**src/slio_defs.svh**
```systemverilog
`ifndef SLIO_DEFS_SVH
`define SLIO_DEFS_SVH
// ==========================================
// register offsets
`define SLIO_OFS_CTRL 8'h00
`define SLIO_OFS_OUTCFG 8'h04
`define SLIO_OFS_STATUS 8'h08
`define SLIO_OFS_TAB 8'h20
`define SLIO_TAB_N 8
// ==========================================
// field positions
`define SLIO_CTRL_PC 0
`define SLIO_CTRL_POL 2:1
`define SLIO_CTRL_LACT 6:3
`define SLIO_CTRL_LPAR 15:8
`define SLIO_TAB_EN 31
`define SLIO_TAB_CODE 7:0
`define SLIO_TAB_MOD 9:8
`define SLIO_TAB_ACT 13:10
`define SLIO_TAB_PAR 23:16
// ==========================================
// reset values: logic input defaults to a momentary record press
`define SLIO_CTRL_RST 32'h0000_0200
`define SLIO_OUTCFG_RST 32'h0000_0000
// ==========================================
// key codes and modifiers
`define SLIO_K_F1 8'h01
`define SLIO_K_F12 8'h0C
`define SLIO_K_D0 8'h30
`define SLIO_K_D9 8'h39
`define SLIO_K_A 8'h41
`define SLIO_K_Z 8'h5A
`define SLIO_K_CONT 8'h80
`define SLIO_M_NONE 2'h0
`define SLIO_M_SHIFT 2'h1
`define SLIO_M_CTRL 2'h2
`define SLIO_M_ALT 2'h3
// ==========================================
// action types and button / transport codes
`define SLIO_A_MOM 4'h0
`define SLIO_A_TOG 4'h1
`define SLIO_A_MENU 4'h2
`define SLIO_A_CYC 4'h3
`define SLIO_A_SET 4'h4
`define SLIO_A_TCOPEN 4'h5
`define SLIO_A_TCJAM 4'h6
`define SLIO_A_TCEDIT 4'h7
`define SLIO_A_COMBO 4'h8
`define SLIO_B_PLAY 8'h01
`define SLIO_B_REC 8'h02
`define SLIO_S_UNDEF 3'h0
`define SLIO_S_REC 3'h3
`define SLIO_P_HIGH 2'h1
`define SLIO_P_LOW 2'h2
// ==========================================
// debounce timing
`define SLIO_DEB_US 1000
`define SLIO_CLK_MHZ 50
`endif

```
**src/slio_pkg.sv**
```systemverilog
`default_nettype none
package slio_pkg;
	// ==========================================
	// dispatcher states, gray along idle-match-emit
	typedef enum logic [1:0] {
		SLIO_IDLE = 2'b00,
		SLIO_MATCH = 2'b01,
		SLIO_EMIT = 2'b11
	} slio_fsm_type;
	// ==========================================
	// action handed to the recorder
	typedef struct packed {
		logic valid;
		logic [3:0] kind;
		logic [7:0] param;
	} slio_act_type;
	// ==========================================
	// whole module state
	typedef struct packed {
		slio_fsm_type fsm;
		logic [31:0] ctrl;
		logic [31:0] outcfg;
		logic [7:0][31:0] tab;
		logic [6:0] sy1;
		logic [6:0] sy2;
		logic [6:0] hist;
		logic [6:0] deb;
		logic [15:0] tcnt;
		logic tick;
		logic [6:0] pend;
		logic [7:0] code;
		logic [1:0] md;
		logic direct;
		logic [3:0] ckind;
		logic [7:0] cpar;
		logic [1:0] tog;
		slio_act_type act;
		logic key_ready;
		logic a_wr;
		logic a_sel;
		logic [7:0] a_addr;
		logic [31:0] hrdata;
		logic tally_o;
		logic tally_oe;
		logic [5:0] cont_o;
		logic [5:0] cont_oe;
	} slio_st_type;
endpackage
`default_nettype wire

```
**src/slio_top.sv**
```systemverilog
// The AHB-Lite slave port and the register offsets were decided locally.
`include "slio_defs.svh"
`default_nettype none
module slio_top
	import slio_pkg::*;
#(
	parameter int DEB_CYCLES = `SLIO_DEB_US * `SLIO_CLK_MHZ
) (
	input wire logic hclk, // system clock
	input wire logic hresetn, // async reset, active low
	input wire logic hsel, // slave select
	input wire logic [31:0] haddr, // byte address
	input wire logic [1:0] htrans, // transfer type
	input wire logic hwrite, // write strobe
	input wire logic [2:0] hsize, // word only
	input wire logic [31:0] hwdata, // write data
	input wire logic hready, // bus ready
	output logic [31:0] hrdata, // read data
	output logic hreadyout, // always ready
	output logic hresp, // always okay
	input wire logic key_valid, // key event strobe
	input wire logic [7:0] key_code, // key code
	input wire logic [1:0] key_mod, // modifier
	output logic key_ready, // dispatcher free
	input wire logic [2:0] rec_state, // transport state
	output slio_act_type act, // action pulse
	input wire logic logic_in_n, // external logic input, active low
	output logic tally_o, // record tally level
	output logic tally_oe, // tally driven
	input wire logic [5:0] contact_i, // contact pins in
	output logic [5:0] contact_o, // contact pins out
	output logic [5:0] contact_oe // contact pins driven
);
	// ==========================================
	// helpers
	function automatic logic sc_legal(input logic [7:0] c, input logic [1:0] m);
		logic fk;
		logic an;
		fk = (c >= `SLIO_K_F1) && (c <= `SLIO_K_F12);
		an = ((c >= `SLIO_K_D0) && (c <= `SLIO_K_D9)) || ((c >= `SLIO_K_A) && (c <= `SLIO_K_Z));
		if (fk) begin
			return 1'b1;
		end
		if (an) begin
			return (m == `SLIO_M_CTRL) || (m == `SLIO_M_ALT);
		end
		return (c > `SLIO_K_CONT) && (c <= `SLIO_K_CONT + 8'h06) && (m == `SLIO_M_NONE);
	endfunction

	// scan downward so the lowest matching entry is the one kept
	function automatic logic [3:0] sc_find(input logic [7:0][31:0] t, input logic [7:0] c,
			input logic [1:0] m);
		logic [3:0] hit;
		hit = 4'h8;
		for (int i = `SLIO_TAB_N - 1; i >= 0; i--) begin
			if (t[i][`SLIO_TAB_EN] && t[i][`SLIO_TAB_CODE] == c && t[i][`SLIO_TAB_MOD] == m) begin
				hit = 4'(i);
			end
		end
		if (!sc_legal(c, m)) begin
			hit = 4'h8;
		end
		return hit;
	endfunction

	slio_st_type s_r;
	slio_st_type s_nxt;
	logic link_en;
	logic [6:0] in_mask;
	logic [6:0] fall;
	logic [3:0] hit;
	logic [31:0] rd;
	int pi;
	// table base as a sized constant so its upper bits can be selected
	localparam logic [7:0] TAB_BASE = `SLIO_OFS_TAB;

	assign hrdata = s_r.hrdata;
	assign hreadyout = 1'b1;
	assign hresp = 1'b0;
	assign key_ready = s_r.key_ready;
	assign act = s_r.act;
	assign tally_o = s_r.tally_o;
	assign tally_oe = s_r.tally_oe;
	assign contact_o = s_r.cont_o;
	assign contact_oe = s_r.cont_oe;

	// ==========================================
	// next state
	always_comb begin
		s_nxt = s_r;
		pi = 0;
		hit = 4'h8;
		rd = 32'h0000_0000;
		link_en = !s_r.ctrl[`SLIO_CTRL_PC];
		// contact inputs ignored on pins used as outputs or with the link off
		in_mask = {1'b1, s_r.outcfg[5:0] == 6'h00 ? {6{link_en}} : (~s_r.outcfg[5:0] & {6{link_en}})};
		// bus: data phase write, read data registered at address phase
		if (s_r.a_sel && s_r.a_wr) begin
			case (s_r.a_addr)
				`SLIO_OFS_CTRL: s_nxt.ctrl = hwdata;
				`SLIO_OFS_OUTCFG: s_nxt.outcfg = hwdata;
				default: begin
					if (s_r.a_addr[7:5] == TAB_BASE[7:5]) begin
						s_nxt.tab[s_r.a_addr[4:2]] = hwdata;
					end
				end
			endcase
		end
		s_nxt.a_sel = hsel && hready && htrans[1];
		s_nxt.a_wr = hwrite;
		s_nxt.a_addr = {haddr[7:2], 2'b00};
		case ({haddr[7:2], 2'b00})
			`SLIO_OFS_CTRL: rd = s_nxt.ctrl;
			`SLIO_OFS_OUTCFG: rd = s_nxt.outcfg;
			`SLIO_OFS_STATUS: rd = {20'h00000, rec_state, s_r.tog, s_r.deb};
			default: begin
				if (haddr[7:5] == TAB_BASE[7:5]) begin
					rd = s_nxt.tab[haddr[4:2]];
				end
			end
		endcase
		if (s_nxt.a_sel && !hwrite) begin
			s_nxt.hrdata = rd;
		end
		// two-flop synchroniser, tick-sampled debounce, falling edges
		s_nxt.sy1 = {logic_in_n, contact_i};
		s_nxt.sy2 = s_r.sy1;
		s_nxt.tick = s_r.tcnt == 16'(DEB_CYCLES - 1);
		s_nxt.tcnt = s_nxt.tick ? 16'h0000 : s_r.tcnt + 16'h0001;
		if (s_r.tick) begin
			s_nxt.hist = s_r.sy2;
			s_nxt.deb = (~(s_r.sy2 ^ s_r.hist) & s_r.sy2) | ((s_r.sy2 ^ s_r.hist) & s_r.deb);
		end
		fall = s_r.deb & ~s_nxt.deb & in_mask;
		// dispatcher
		s_nxt.act.valid = 1'b0;
		case (s_r.fsm)
			SLIO_IDLE: begin
				if (key_valid && s_r.key_ready) begin
					s_nxt.code = key_code;
					s_nxt.md = key_mod;
					s_nxt.direct = 1'b0;
					s_nxt.fsm = SLIO_MATCH;
				end else if (s_r.pend[6]) begin
					s_nxt.pend[6] = 1'b0;
					s_nxt.direct = 1'b1;
					s_nxt.ckind = s_r.ctrl[`SLIO_CTRL_LACT];
					s_nxt.cpar = s_r.ctrl[`SLIO_CTRL_LPAR];
					s_nxt.fsm = SLIO_MATCH;
				end else if (s_r.pend[5:0] != 6'h00) begin
					for (int i = 5; i >= 0; i--) begin
						if (s_r.pend[i]) begin
							pi = i;
						end
					end
					s_nxt.pend[pi] = 1'b0;
					s_nxt.code = `SLIO_K_CONT + 8'(pi + 1);
					s_nxt.md = `SLIO_M_NONE;
					s_nxt.direct = 1'b0;
					s_nxt.fsm = SLIO_MATCH;
				end
			end
			SLIO_MATCH: begin
				hit = sc_find(s_r.tab, s_r.code, s_r.md);
				s_nxt.fsm = SLIO_EMIT;
				if (!s_r.direct) begin
					if (hit[3]) begin
						s_nxt.fsm = SLIO_IDLE;
					end else begin
						s_nxt.ckind = s_r.tab[hit[2:0]][`SLIO_TAB_ACT];
						s_nxt.cpar = s_r.tab[hit[2:0]][`SLIO_TAB_PAR];
					end
				end
			end
			SLIO_EMIT: begin
				s_nxt.fsm = SLIO_IDLE;
				s_nxt.act.kind = s_r.ckind;
				s_nxt.act.param = s_r.cpar;
				// momentary, menu, cycle, set, time code and combo pass straight on
				s_nxt.act.valid = s_r.ckind <= `SLIO_A_COMBO;
				if (s_r.ckind == `SLIO_A_TOG) begin
					if (s_r.cpar == `SLIO_B_PLAY || s_r.cpar == `SLIO_B_REC) begin
						s_nxt.tog[s_r.cpar[1]] = !s_r.tog[s_r.cpar[1]];
						s_nxt.act.param = {!s_r.tog[s_r.cpar[1]], s_r.cpar[6:0]};
					end else begin
						s_nxt.act.valid = 1'b0;
					end
				end
			end
			default: s_nxt.fsm = SLIO_IDLE;
		endcase
		// set wins over the clear taken above
		s_nxt.pend = s_nxt.pend | fall;
		s_nxt.key_ready = s_nxt.fsm == SLIO_IDLE;
		// tally and contact outputs
		s_nxt.tally_o = (rec_state == `SLIO_S_REC) ^ (s_r.ctrl[`SLIO_CTRL_POL] == `SLIO_P_LOW);
		s_nxt.tally_oe = s_r.ctrl[`SLIO_CTRL_POL] == `SLIO_P_HIGH ||
			s_r.ctrl[`SLIO_CTRL_POL] == `SLIO_P_LOW;
		for (int i = 0; i < 6; i++) begin
			s_nxt.cont_o[i] = !(s_r.outcfg[6 + 3 * i +: 3] != `SLIO_S_UNDEF &&
				s_r.outcfg[6 + 3 * i +: 3] == rec_state);
		end
		s_nxt.cont_oe = s_r.outcfg[5:0] & {6{link_en}};
	end

	// ==========================================
	// state register
	always_ff @(posedge hclk or negedge hresetn) begin
		if (!hresetn) begin
			s_r <= '0;
			s_r.ctrl <= `SLIO_CTRL_RST;
			s_r.outcfg <= `SLIO_OUTCFG_RST;
			s_r.sy1 <= 7'h7F;
			s_r.sy2 <= 7'h7F;
			s_r.hist <= 7'h7F;
			s_r.deb <= 7'h7F;
			s_r.cont_o <= 6'h3F;
			s_r.key_ready <= 1'b1;
		end else begin
			s_r <= s_nxt;
		end
	end

	// ==========================================
	// checks
	a_ready_idle: assert property (@(posedge hclk) disable iff (!hresetn)
		key_ready == (s_r.fsm == SLIO_IDLE)) else $error("key_ready disagrees with state");
	a_act_pulse: assert property (@(posedge hclk) disable iff (!hresetn)
		act.valid |=> !act.valid) else $error("action pulse longer than one cycle");
	a_key_path: assert property (@(posedge hclk) disable iff (!hresetn)
		key_valid && key_ready |=> s_r.fsm == SLIO_MATCH ##1 s_r.fsm != SLIO_MATCH)
		else $error("key event not matched");
	a_tog_only: assert property (@(posedge hclk) disable iff (!hresetn)
		act.valid && act.kind == `SLIO_A_TOG |-> act.param[6:0] == 7'h01 || act.param[6:0] == 7'h02)
		else $error("toggle on unsupported function");
	a_tally_pol: assert property (@(posedge hclk) disable iff (!hresetn)
		$stable(s_r.ctrl) && s_r.ctrl[2:1] == `SLIO_P_HIGH ##1 $stable(s_r.ctrl)
		|-> tally_oe && tally_o == ($past(rec_state) == `SLIO_S_REC))
		else $error("tally does not follow record");
	a_link_off: assert property (@(posedge hclk) disable iff (!hresetn)
		s_r.ctrl[0] && $past(s_r.ctrl[0]) |-> contact_oe == 6'h00 && s_r.pend[5:0] == 6'h00 ||
		$past(s_r.pend[5:0]) != 6'h00) else $error("remote link active in computer mode");
	a_out_wins: assert property (@(posedge hclk) disable iff (!hresetn)
		1'b1 ##1 $stable(s_r.outcfg) |->
		(s_r.pend[5:0] & ~$past(s_r.pend[5:0]) & s_r.outcfg[5:0]) == 6'h00)
		else $error("input edge taken on an output pin");
	a_cont_low: assert property (@(posedge hclk) disable iff (!hresetn)
		$stable(rec_state) && $stable(s_r.outcfg) && s_r.outcfg[8:6] == rec_state &&
		rec_state != 3'h0 |=> !contact_o[0]) else $error("contact output not low when active");
	a_deb_tick: assert property (@(posedge hclk) disable iff (!hresetn)
		!s_r.tick |=> $stable(s_r.deb)) else $error("debounced level moved off tick");
endmodule
`default_nettype wire

```
**config.mk**
```make
export PLATFORM = sky130hd
export DESIGN_NAME = slio_top
export DESIGN_NICKNAME = d
export VERILOG_FILES = /design/src/slio_pkg.sv /design/src/slio_top.sv
export VERILOG_INCLUDE_DIRS = /design/src /design/src/src
export SDC_FILE = /design/constraint.sdc
export NUM_CORES = 1
export LEC_CHECK = 0
export BUFFER_PORTS_ARGS = -buffer_cell sky130_fd_sc_hd__buf_2
export CAP_MARGIN = 20
export CORE_ASPECT_RATIO = 1.1
export CORE_MARGIN = 1.5
export CORE_UTILIZATION = 60
export DETAILED_ROUTE_END_ITERATION = 12
export PLACE_DENSITY = 0.79
export SYNTH_ARGS = -nofsm -noshare
export SYNTH_HDL_FRONTEND = slang
export SYNTH_SLANG_ARGS = --single-unit
```
**constraint.sdc**
```tcl
create_clock -name hclk -period 5 [get_ports hclk]
set_input_delay 0 -clock hclk [delete_from_list [all_inputs] [get_ports hclk]]
set_output_delay 0 -clock hclk [all_outputs]
set_load 0.02 [all_outputs]
```
**Word level (Yosys, flattened, before mapping)**

Index checks and enable logic that the tools add are counted.
Widths: inputs -> output; s select.

- Register bits: 467
- Output and inout bits: 62
- Logic and storage cells: 260
- Bits of input ports: 95

- Reductions and logical operators: 69
- Bitwise operators: 15
- $add $sub $neg: 3
- Equality and inequality tests: 43
- Multiplexer cells: 77
- Magnitude comparators: 17

Operator list:

| cell | count |
|---|---|
| $mux 256 | 2 |
| $mux 32 | 14 |
| $mux 320 | 1 |
| $bwmux 256 | 1 |
| $bmux 32 s3 | 2 |
| $demux 32 s3 | 1 |
| $pmux 32 s3 | 1 |
| $eq 8x8->1 | 8 |
| $mux 12 | 4 |
| $mux 4 | 10 |
| $mux 18 | 2 |
| $and 7x7->7 | 5 |
| $logic_and 1x1->1 | 35 |
| $ge 32x1->1 const B | 1 |
| $lt 32x5->1 const B | 1 |
| $mux 16 | 2 |
| $mux 24 | 1 |
| $pmux 12 s2 | 1 |
| $not 7->7 | 3 |
| $reduce_bool 3->1 | 7 |
| $eq 3x3->1 | 6 |
| $mux 1 | 18 |
| $add 16x1->16 const B | 1 |
| $eq 16x16->1 const B | 1 |
| 54 further kinds | 96 |

**Depth between registers and ports, before layout**

- Depth after elaboration: 21
- Gate-level depth with buffers: 12
- Depth with buffers taken out: 10

**Worst setup path before layout**

OpenSTA, ideal clock, no wires.

- Path kind: reg2reg
- From: reg s_r[52] (netlist bit)
- To: reg s_r (netlist bit hrdata[10])
- Path buffers: 2
- Data required time: 4859 ps
- Clock period less this slack: 2604 ps
- Data arrival time: 2463 ps
- Slack: 2396 ps
- Cell stages (with the launch flop): 11
- Setup time: 141 ps
- Cells stage by stage: dfrtp_1 -> nand4bb_4 -> nor3b_2 -> and3_1 -> clkbuf_2 -> buf_2 -> mux2_2 -> mux4_2 -> nand2b_1 -> o2111ai_1 -> a41oi_1

RTL lines:

| what | line | text |
|---|---|---|
| start, declared | slio_top.sv:66 | `slio_st_type s_r;` |
| start signal, assigned | slio_top.sv:220 | `s_r <= s_nxt;` |

**Worst setup path in the final report**

- From: reg s_r[86] (netlist bit)
- To: reg s_r[82] (netlist bit)

- Longest elaborated chain between the ends: 17
- Elaborated cells between the ends (all ways): 42
- Those cells by class: eq/ne: 11; mux: 19; reduce/logical: 12

Ends and longest elaborated chain:

| what | line | text |
|---|---|---|
| $eq 2x2->1 | slio_top.sv:56 | `` if (t[i][`SLIO_TAB_EN] && t[i][`SLIO_TAB_CODE] == c && t[i][`SLIO_TAB_MOD] == m) begin `` |
| $logic_and 1x1->1 | slio_top.sv:56 |  |
| $mux 4 (8 in a row) | slio_top.sv:56 |  |
| $mux 4 (*) | slio_top.sv:60 | `if (!sc_legal(c, m)) begin` |
| $mux 4 (*) | slio_top.sv:137 | `case (s_r.fsm)` |
| $bmux 32 s3 | slio_top.sv:170 | `` s_nxt.ckind = s_r.tab[hit[2:0]][`SLIO_TAB_ACT]; `` |
| $mux 24 | - |  |
| $mux 12 | slio_top.sv:167 | `if (hit[3]) begin` |
| $mux 12 | slio_top.sv:166 | `if (!s_r.direct) begin` |
| $pmux 12 s2 | slio_top.sv:137 |  |

Every way passes the cells marked *; elsewhere a longest branch is shown, timed or not. The select of a mux whose other input is x is not followed.
A chain may end at the register's enable or synchronous reset.

==> impl_metrics.toml <==
[run_status]
status = "finished, final reports clean"

[synth]
synth_area_leader_cell = "dfrtp_1"
ys_ff_latch = 467
yosysWarningCount = 0
seq_area_frac_synth_pct = 49.5
syn-num-nets = 2068
synth_cell_types = 67
synth_edf_count = 0
synth_top_cell_area_share_pct = 45.5
netlist_area_sq_um = 23700
ys.flop_type = "dfrtp_1"
postSynthAreaPerCell_sq_um = 12.0
synth.area.top_cells = "dfrtp_1 45%, mux2_2 14%, mux4_2 6.1%"
synth_async_sr_flop_share_pct = 100
synthCells = 1970

[detailed_routing]
drtIter0Drc = 1832
wl_per_cell_microns = 26.8
drtAntennaViolNets = 0
via_count = 17219
wirelength_mm = 69.2
drcViolationCount = 0
viasPerCell = 6.67
first_pass_iters = 6

[floorplanning]
die_x_microns = 193
num_io_pins = 157
die_h_microns = 212
rows = 76
core_sq_um = 39100
initial_core_util_pct = 60.7
dieArea_sq_um = 40700

[sta]
setup_tns_ns = 0
worst_pin_slew_ns = 1.20
setup_viol = 0
max_freq_mhz = 258
drv_slew = 0
finalCritPeriodShare_pct = 77.4
fin_skew_ns = 0.0274
min_period_ns = 3.87
hold_viol_final = 0
rsz0062_at_grt = "false"
setup_slack_ns = 1.13
slew_headroom_pct = 19.2

[min_path]
min_from = "contact_i[3]"
worstHoldEndpoint = "s_nxt[136]$_DFF_PN1_"
hp-class = "input port to flip-flop"
holdPathStages = 2

[power]
p_leak_uw = 0.0112
power_frac_clock_pct = 35.5
peakVddDrop_mv = 0.363
power_density_nw_per_um2 = 390
combPwrFrac_pct = 20.4
p_switching_uw = 3260
pwr-share-seq_pct = 44.1
p_int_uw = 7080
swShare_pct = 31.6

[finish]
multi_input_area_sq_um = 10800
design_area_sq_um = 26500
areaGrowthSynthToFinish_pct = 11.7
nNetsFinal = 2131
regArea_sq_um = 11700
drive_gt1_share_pct = 33.5
diodes = 0
fillers = 2755

[global_routing]
grt_start_max_net_pins = 165
antenna_found_initial = 0
grt_pass1_wl_mm = 106
grt_pass1_vias = 17923
grt_usage_pct = 34.8
grt_overflow = 0

[critical_path]
critical_path_arrival_ns = 4.32
r2r_end = "s_r[82]$_DFFE_PN0P_"
path_class = "flip-flop to flip-flop"
crit_fanout = 12
rr_startpoint = "s_r[86]$_DFFE_PN0P_"
required_ns = 5.45
rrSetupSlack_ns = 1.13
reg2regPathDepth = 9
cp-startpoint = "s_r[86]$_DFFE_PN0P_"
start_kind = "flip-flop"
end_kind = "flip-flop"

[place]
post-dp-hpwl_mm = 43.2
place_area_sq_um = 24100
io_buffers = 124
pre_cts_slack_ns = 1.26
place_congestion = 0.916

[cts]
cts_buffers = 48
post_cts_buffers = 0
cts_tree = "yes"
h-tree-depth = 2
clk_latency_ns = 0.61
cts_num_sinks = 467
clk_path_buf_depth = 3
cts-root-buf = "clkbuf_16"
cts.clk_slew.worst_paths_ns = 0.06

[job]
drv_cap = 0
synthesized netlist by cell type, types with 8 or more instances:
cell       instances
buf_6              8
buf_4             63
inv_1             13
o2111ai_1         13
a221o_1           12
o211ai_1          17
xor2_1            22
buf_1             13
nand2_1           95
mux2_2           285
mux2_4            44
a311oi_1          22
a31oi_1           39
nor4_1            11
nor2_1           122
dfstp_2           36
nor3_1            46
nand4_1           39
or3_1             16
clkbuf_1          90
a32oi_1           12
o22a_1            11
o21ai_0           26
a21oi_1           57
a221oi_1           9
o22ai_1           10
buf_2             35
xnor2_1           86
nand3_1           64
nand2b_1          36
a41oi_1           11
nor2b_1           25
mux4_2            64
dfrtp_1          431
and2b_1           13
stage by stage:
| step | total power (uW) | utilization (%) | hold WS [ns] | std cells |
|---|---|---|---|---|
| after floorplan | 6040 | - | -0.296 | 1970 |
| after global placement | 6570 | 61.8 | 0.0933 | 2419 |
| after detailed placement | 6630 | 61.8 | 0.103 | 2419 |
| after CTS | 10300 | 67.7 | 0.00810 | 2578 |
| after global routing | 10700 | 67.8 | 0.0265 | 2580 |
| final | 10300 | 67.8 | 0.0408 | 2580 |
flip-flops by register name, summed over array words and instances, names as in the netlist:
name	flops
tally_o	1
hrdata	32
s_r	400
act	13
contact_o	6
key_ready	1
s_nxt	7
tally_oe	1
contact_oe	6
area by class of cell:
class | count | share of cell area, %
clock buffer | 67 | 5.31
multi-input combinational | 1275 | 40.9
inverter | 17 | 0.250
tap | 507 | 2.39
sequential | 467 | 44.3
timing repair buffer | 224 | 6.06
clock inverter | 23 | 0.775
power by group through the flow:
stage	logic, uW	registers, uW	clock network [uW]
after detailed placement	2020	4610	0
after CTS	2080	4550	3700
final	2110	4560	3670
after global routing	2280	4590	3850
after floorplan	1710	4330	0
after global placement	1980	4600	0
worst max-delay path: stages (launching register included):
cell      delay (ns)
dfrtp_1         0.80
a21boi_0        0.19
o32ai_1         0.29
o221ai_1        0.30
nor2_1          0.27
nand2_1         0.21
nor4_4          0.94
a32oi_1         0.36
nand4_1         0.24
o211ai_1        0.10
metal layers:
metal / wire length, microns / track usage [%]
met5: 0 / 0
met3: 5140 / 5.97
met4: 3040 / 16.5
met1: 26900 / 45.0
met2: 34100 / 57.0
how the worst max path moves through the flow:
stage / to / slack (ns) / cells past startpoint
floorplan: hrdata[10]$_DFFE_PN0P_ / 2.40 / 10
global placement: s_r[82]$_DFFE_PN0P_ / 1.29 / 9
detailed placement: s_r[74]$_DFFE_PN0P_ / 1.26 / 9
CTS: s_r[82]$_DFFE_PN0P_ / 1.15 / 9
global route: s_r[82]$_DFFE_PN0P_ / 1.14 / 9
finish: s_r[82]$_DFFE_PN0P_ / 1.13 / 9
layout by cell type, fill, tap and decap left out, drive strengths merged, types with 25 or more instances in the layout:
| master | synthesis | routed |
|---|---|---|
| mux4 | 64 | 64 |
| o21ai | 26 | 26 |
| xnor2 | 86 | 86 |
| nand4 | 39 | 39 |
| nor2 | 122 | 122 |
| nor2b | 25 | 25 |
| dfrtp | 431 | 431 |
| nand3 | 64 | 64 |
| nand2b | 36 | 36 |
| mux2 | 335 | 335 |
| clkbuf | 92 | 67 |
| dlygate4sd3 | 0 | 69 |
| nand2 | 95 | 95 |
| buf | 119 | 155 |
| nor3 | 47 | 47 |
| dfstp | 36 | 36 |
| a21oi | 57 | 57 |
| a31oi | 39 | 39 |
cell families after synthesis:
family | Yosys count | synth area share, %
simple gates | 504 | 10.9
flops | 467 | 49.5
mux | 399 | 22.7
compound gates | 259 | 7.71
buf+inv | 228 | 5.05
xor+xnor | 108 | 3.99
fa+ha+maj | 3 | 0.158
other cells | 2 | 0.0317
repair_timing:
| action | 4_1_cts | 5_1_grt |
|---|---|---|
| setup endpoints to repair | 0 | 0 |
| hold endpoints to repair | 476 | 0 |
| hold buffers | 69 | 0 |
| gates resized for setup | 0 | 0 |
Power figures use the tool's default switching activity.
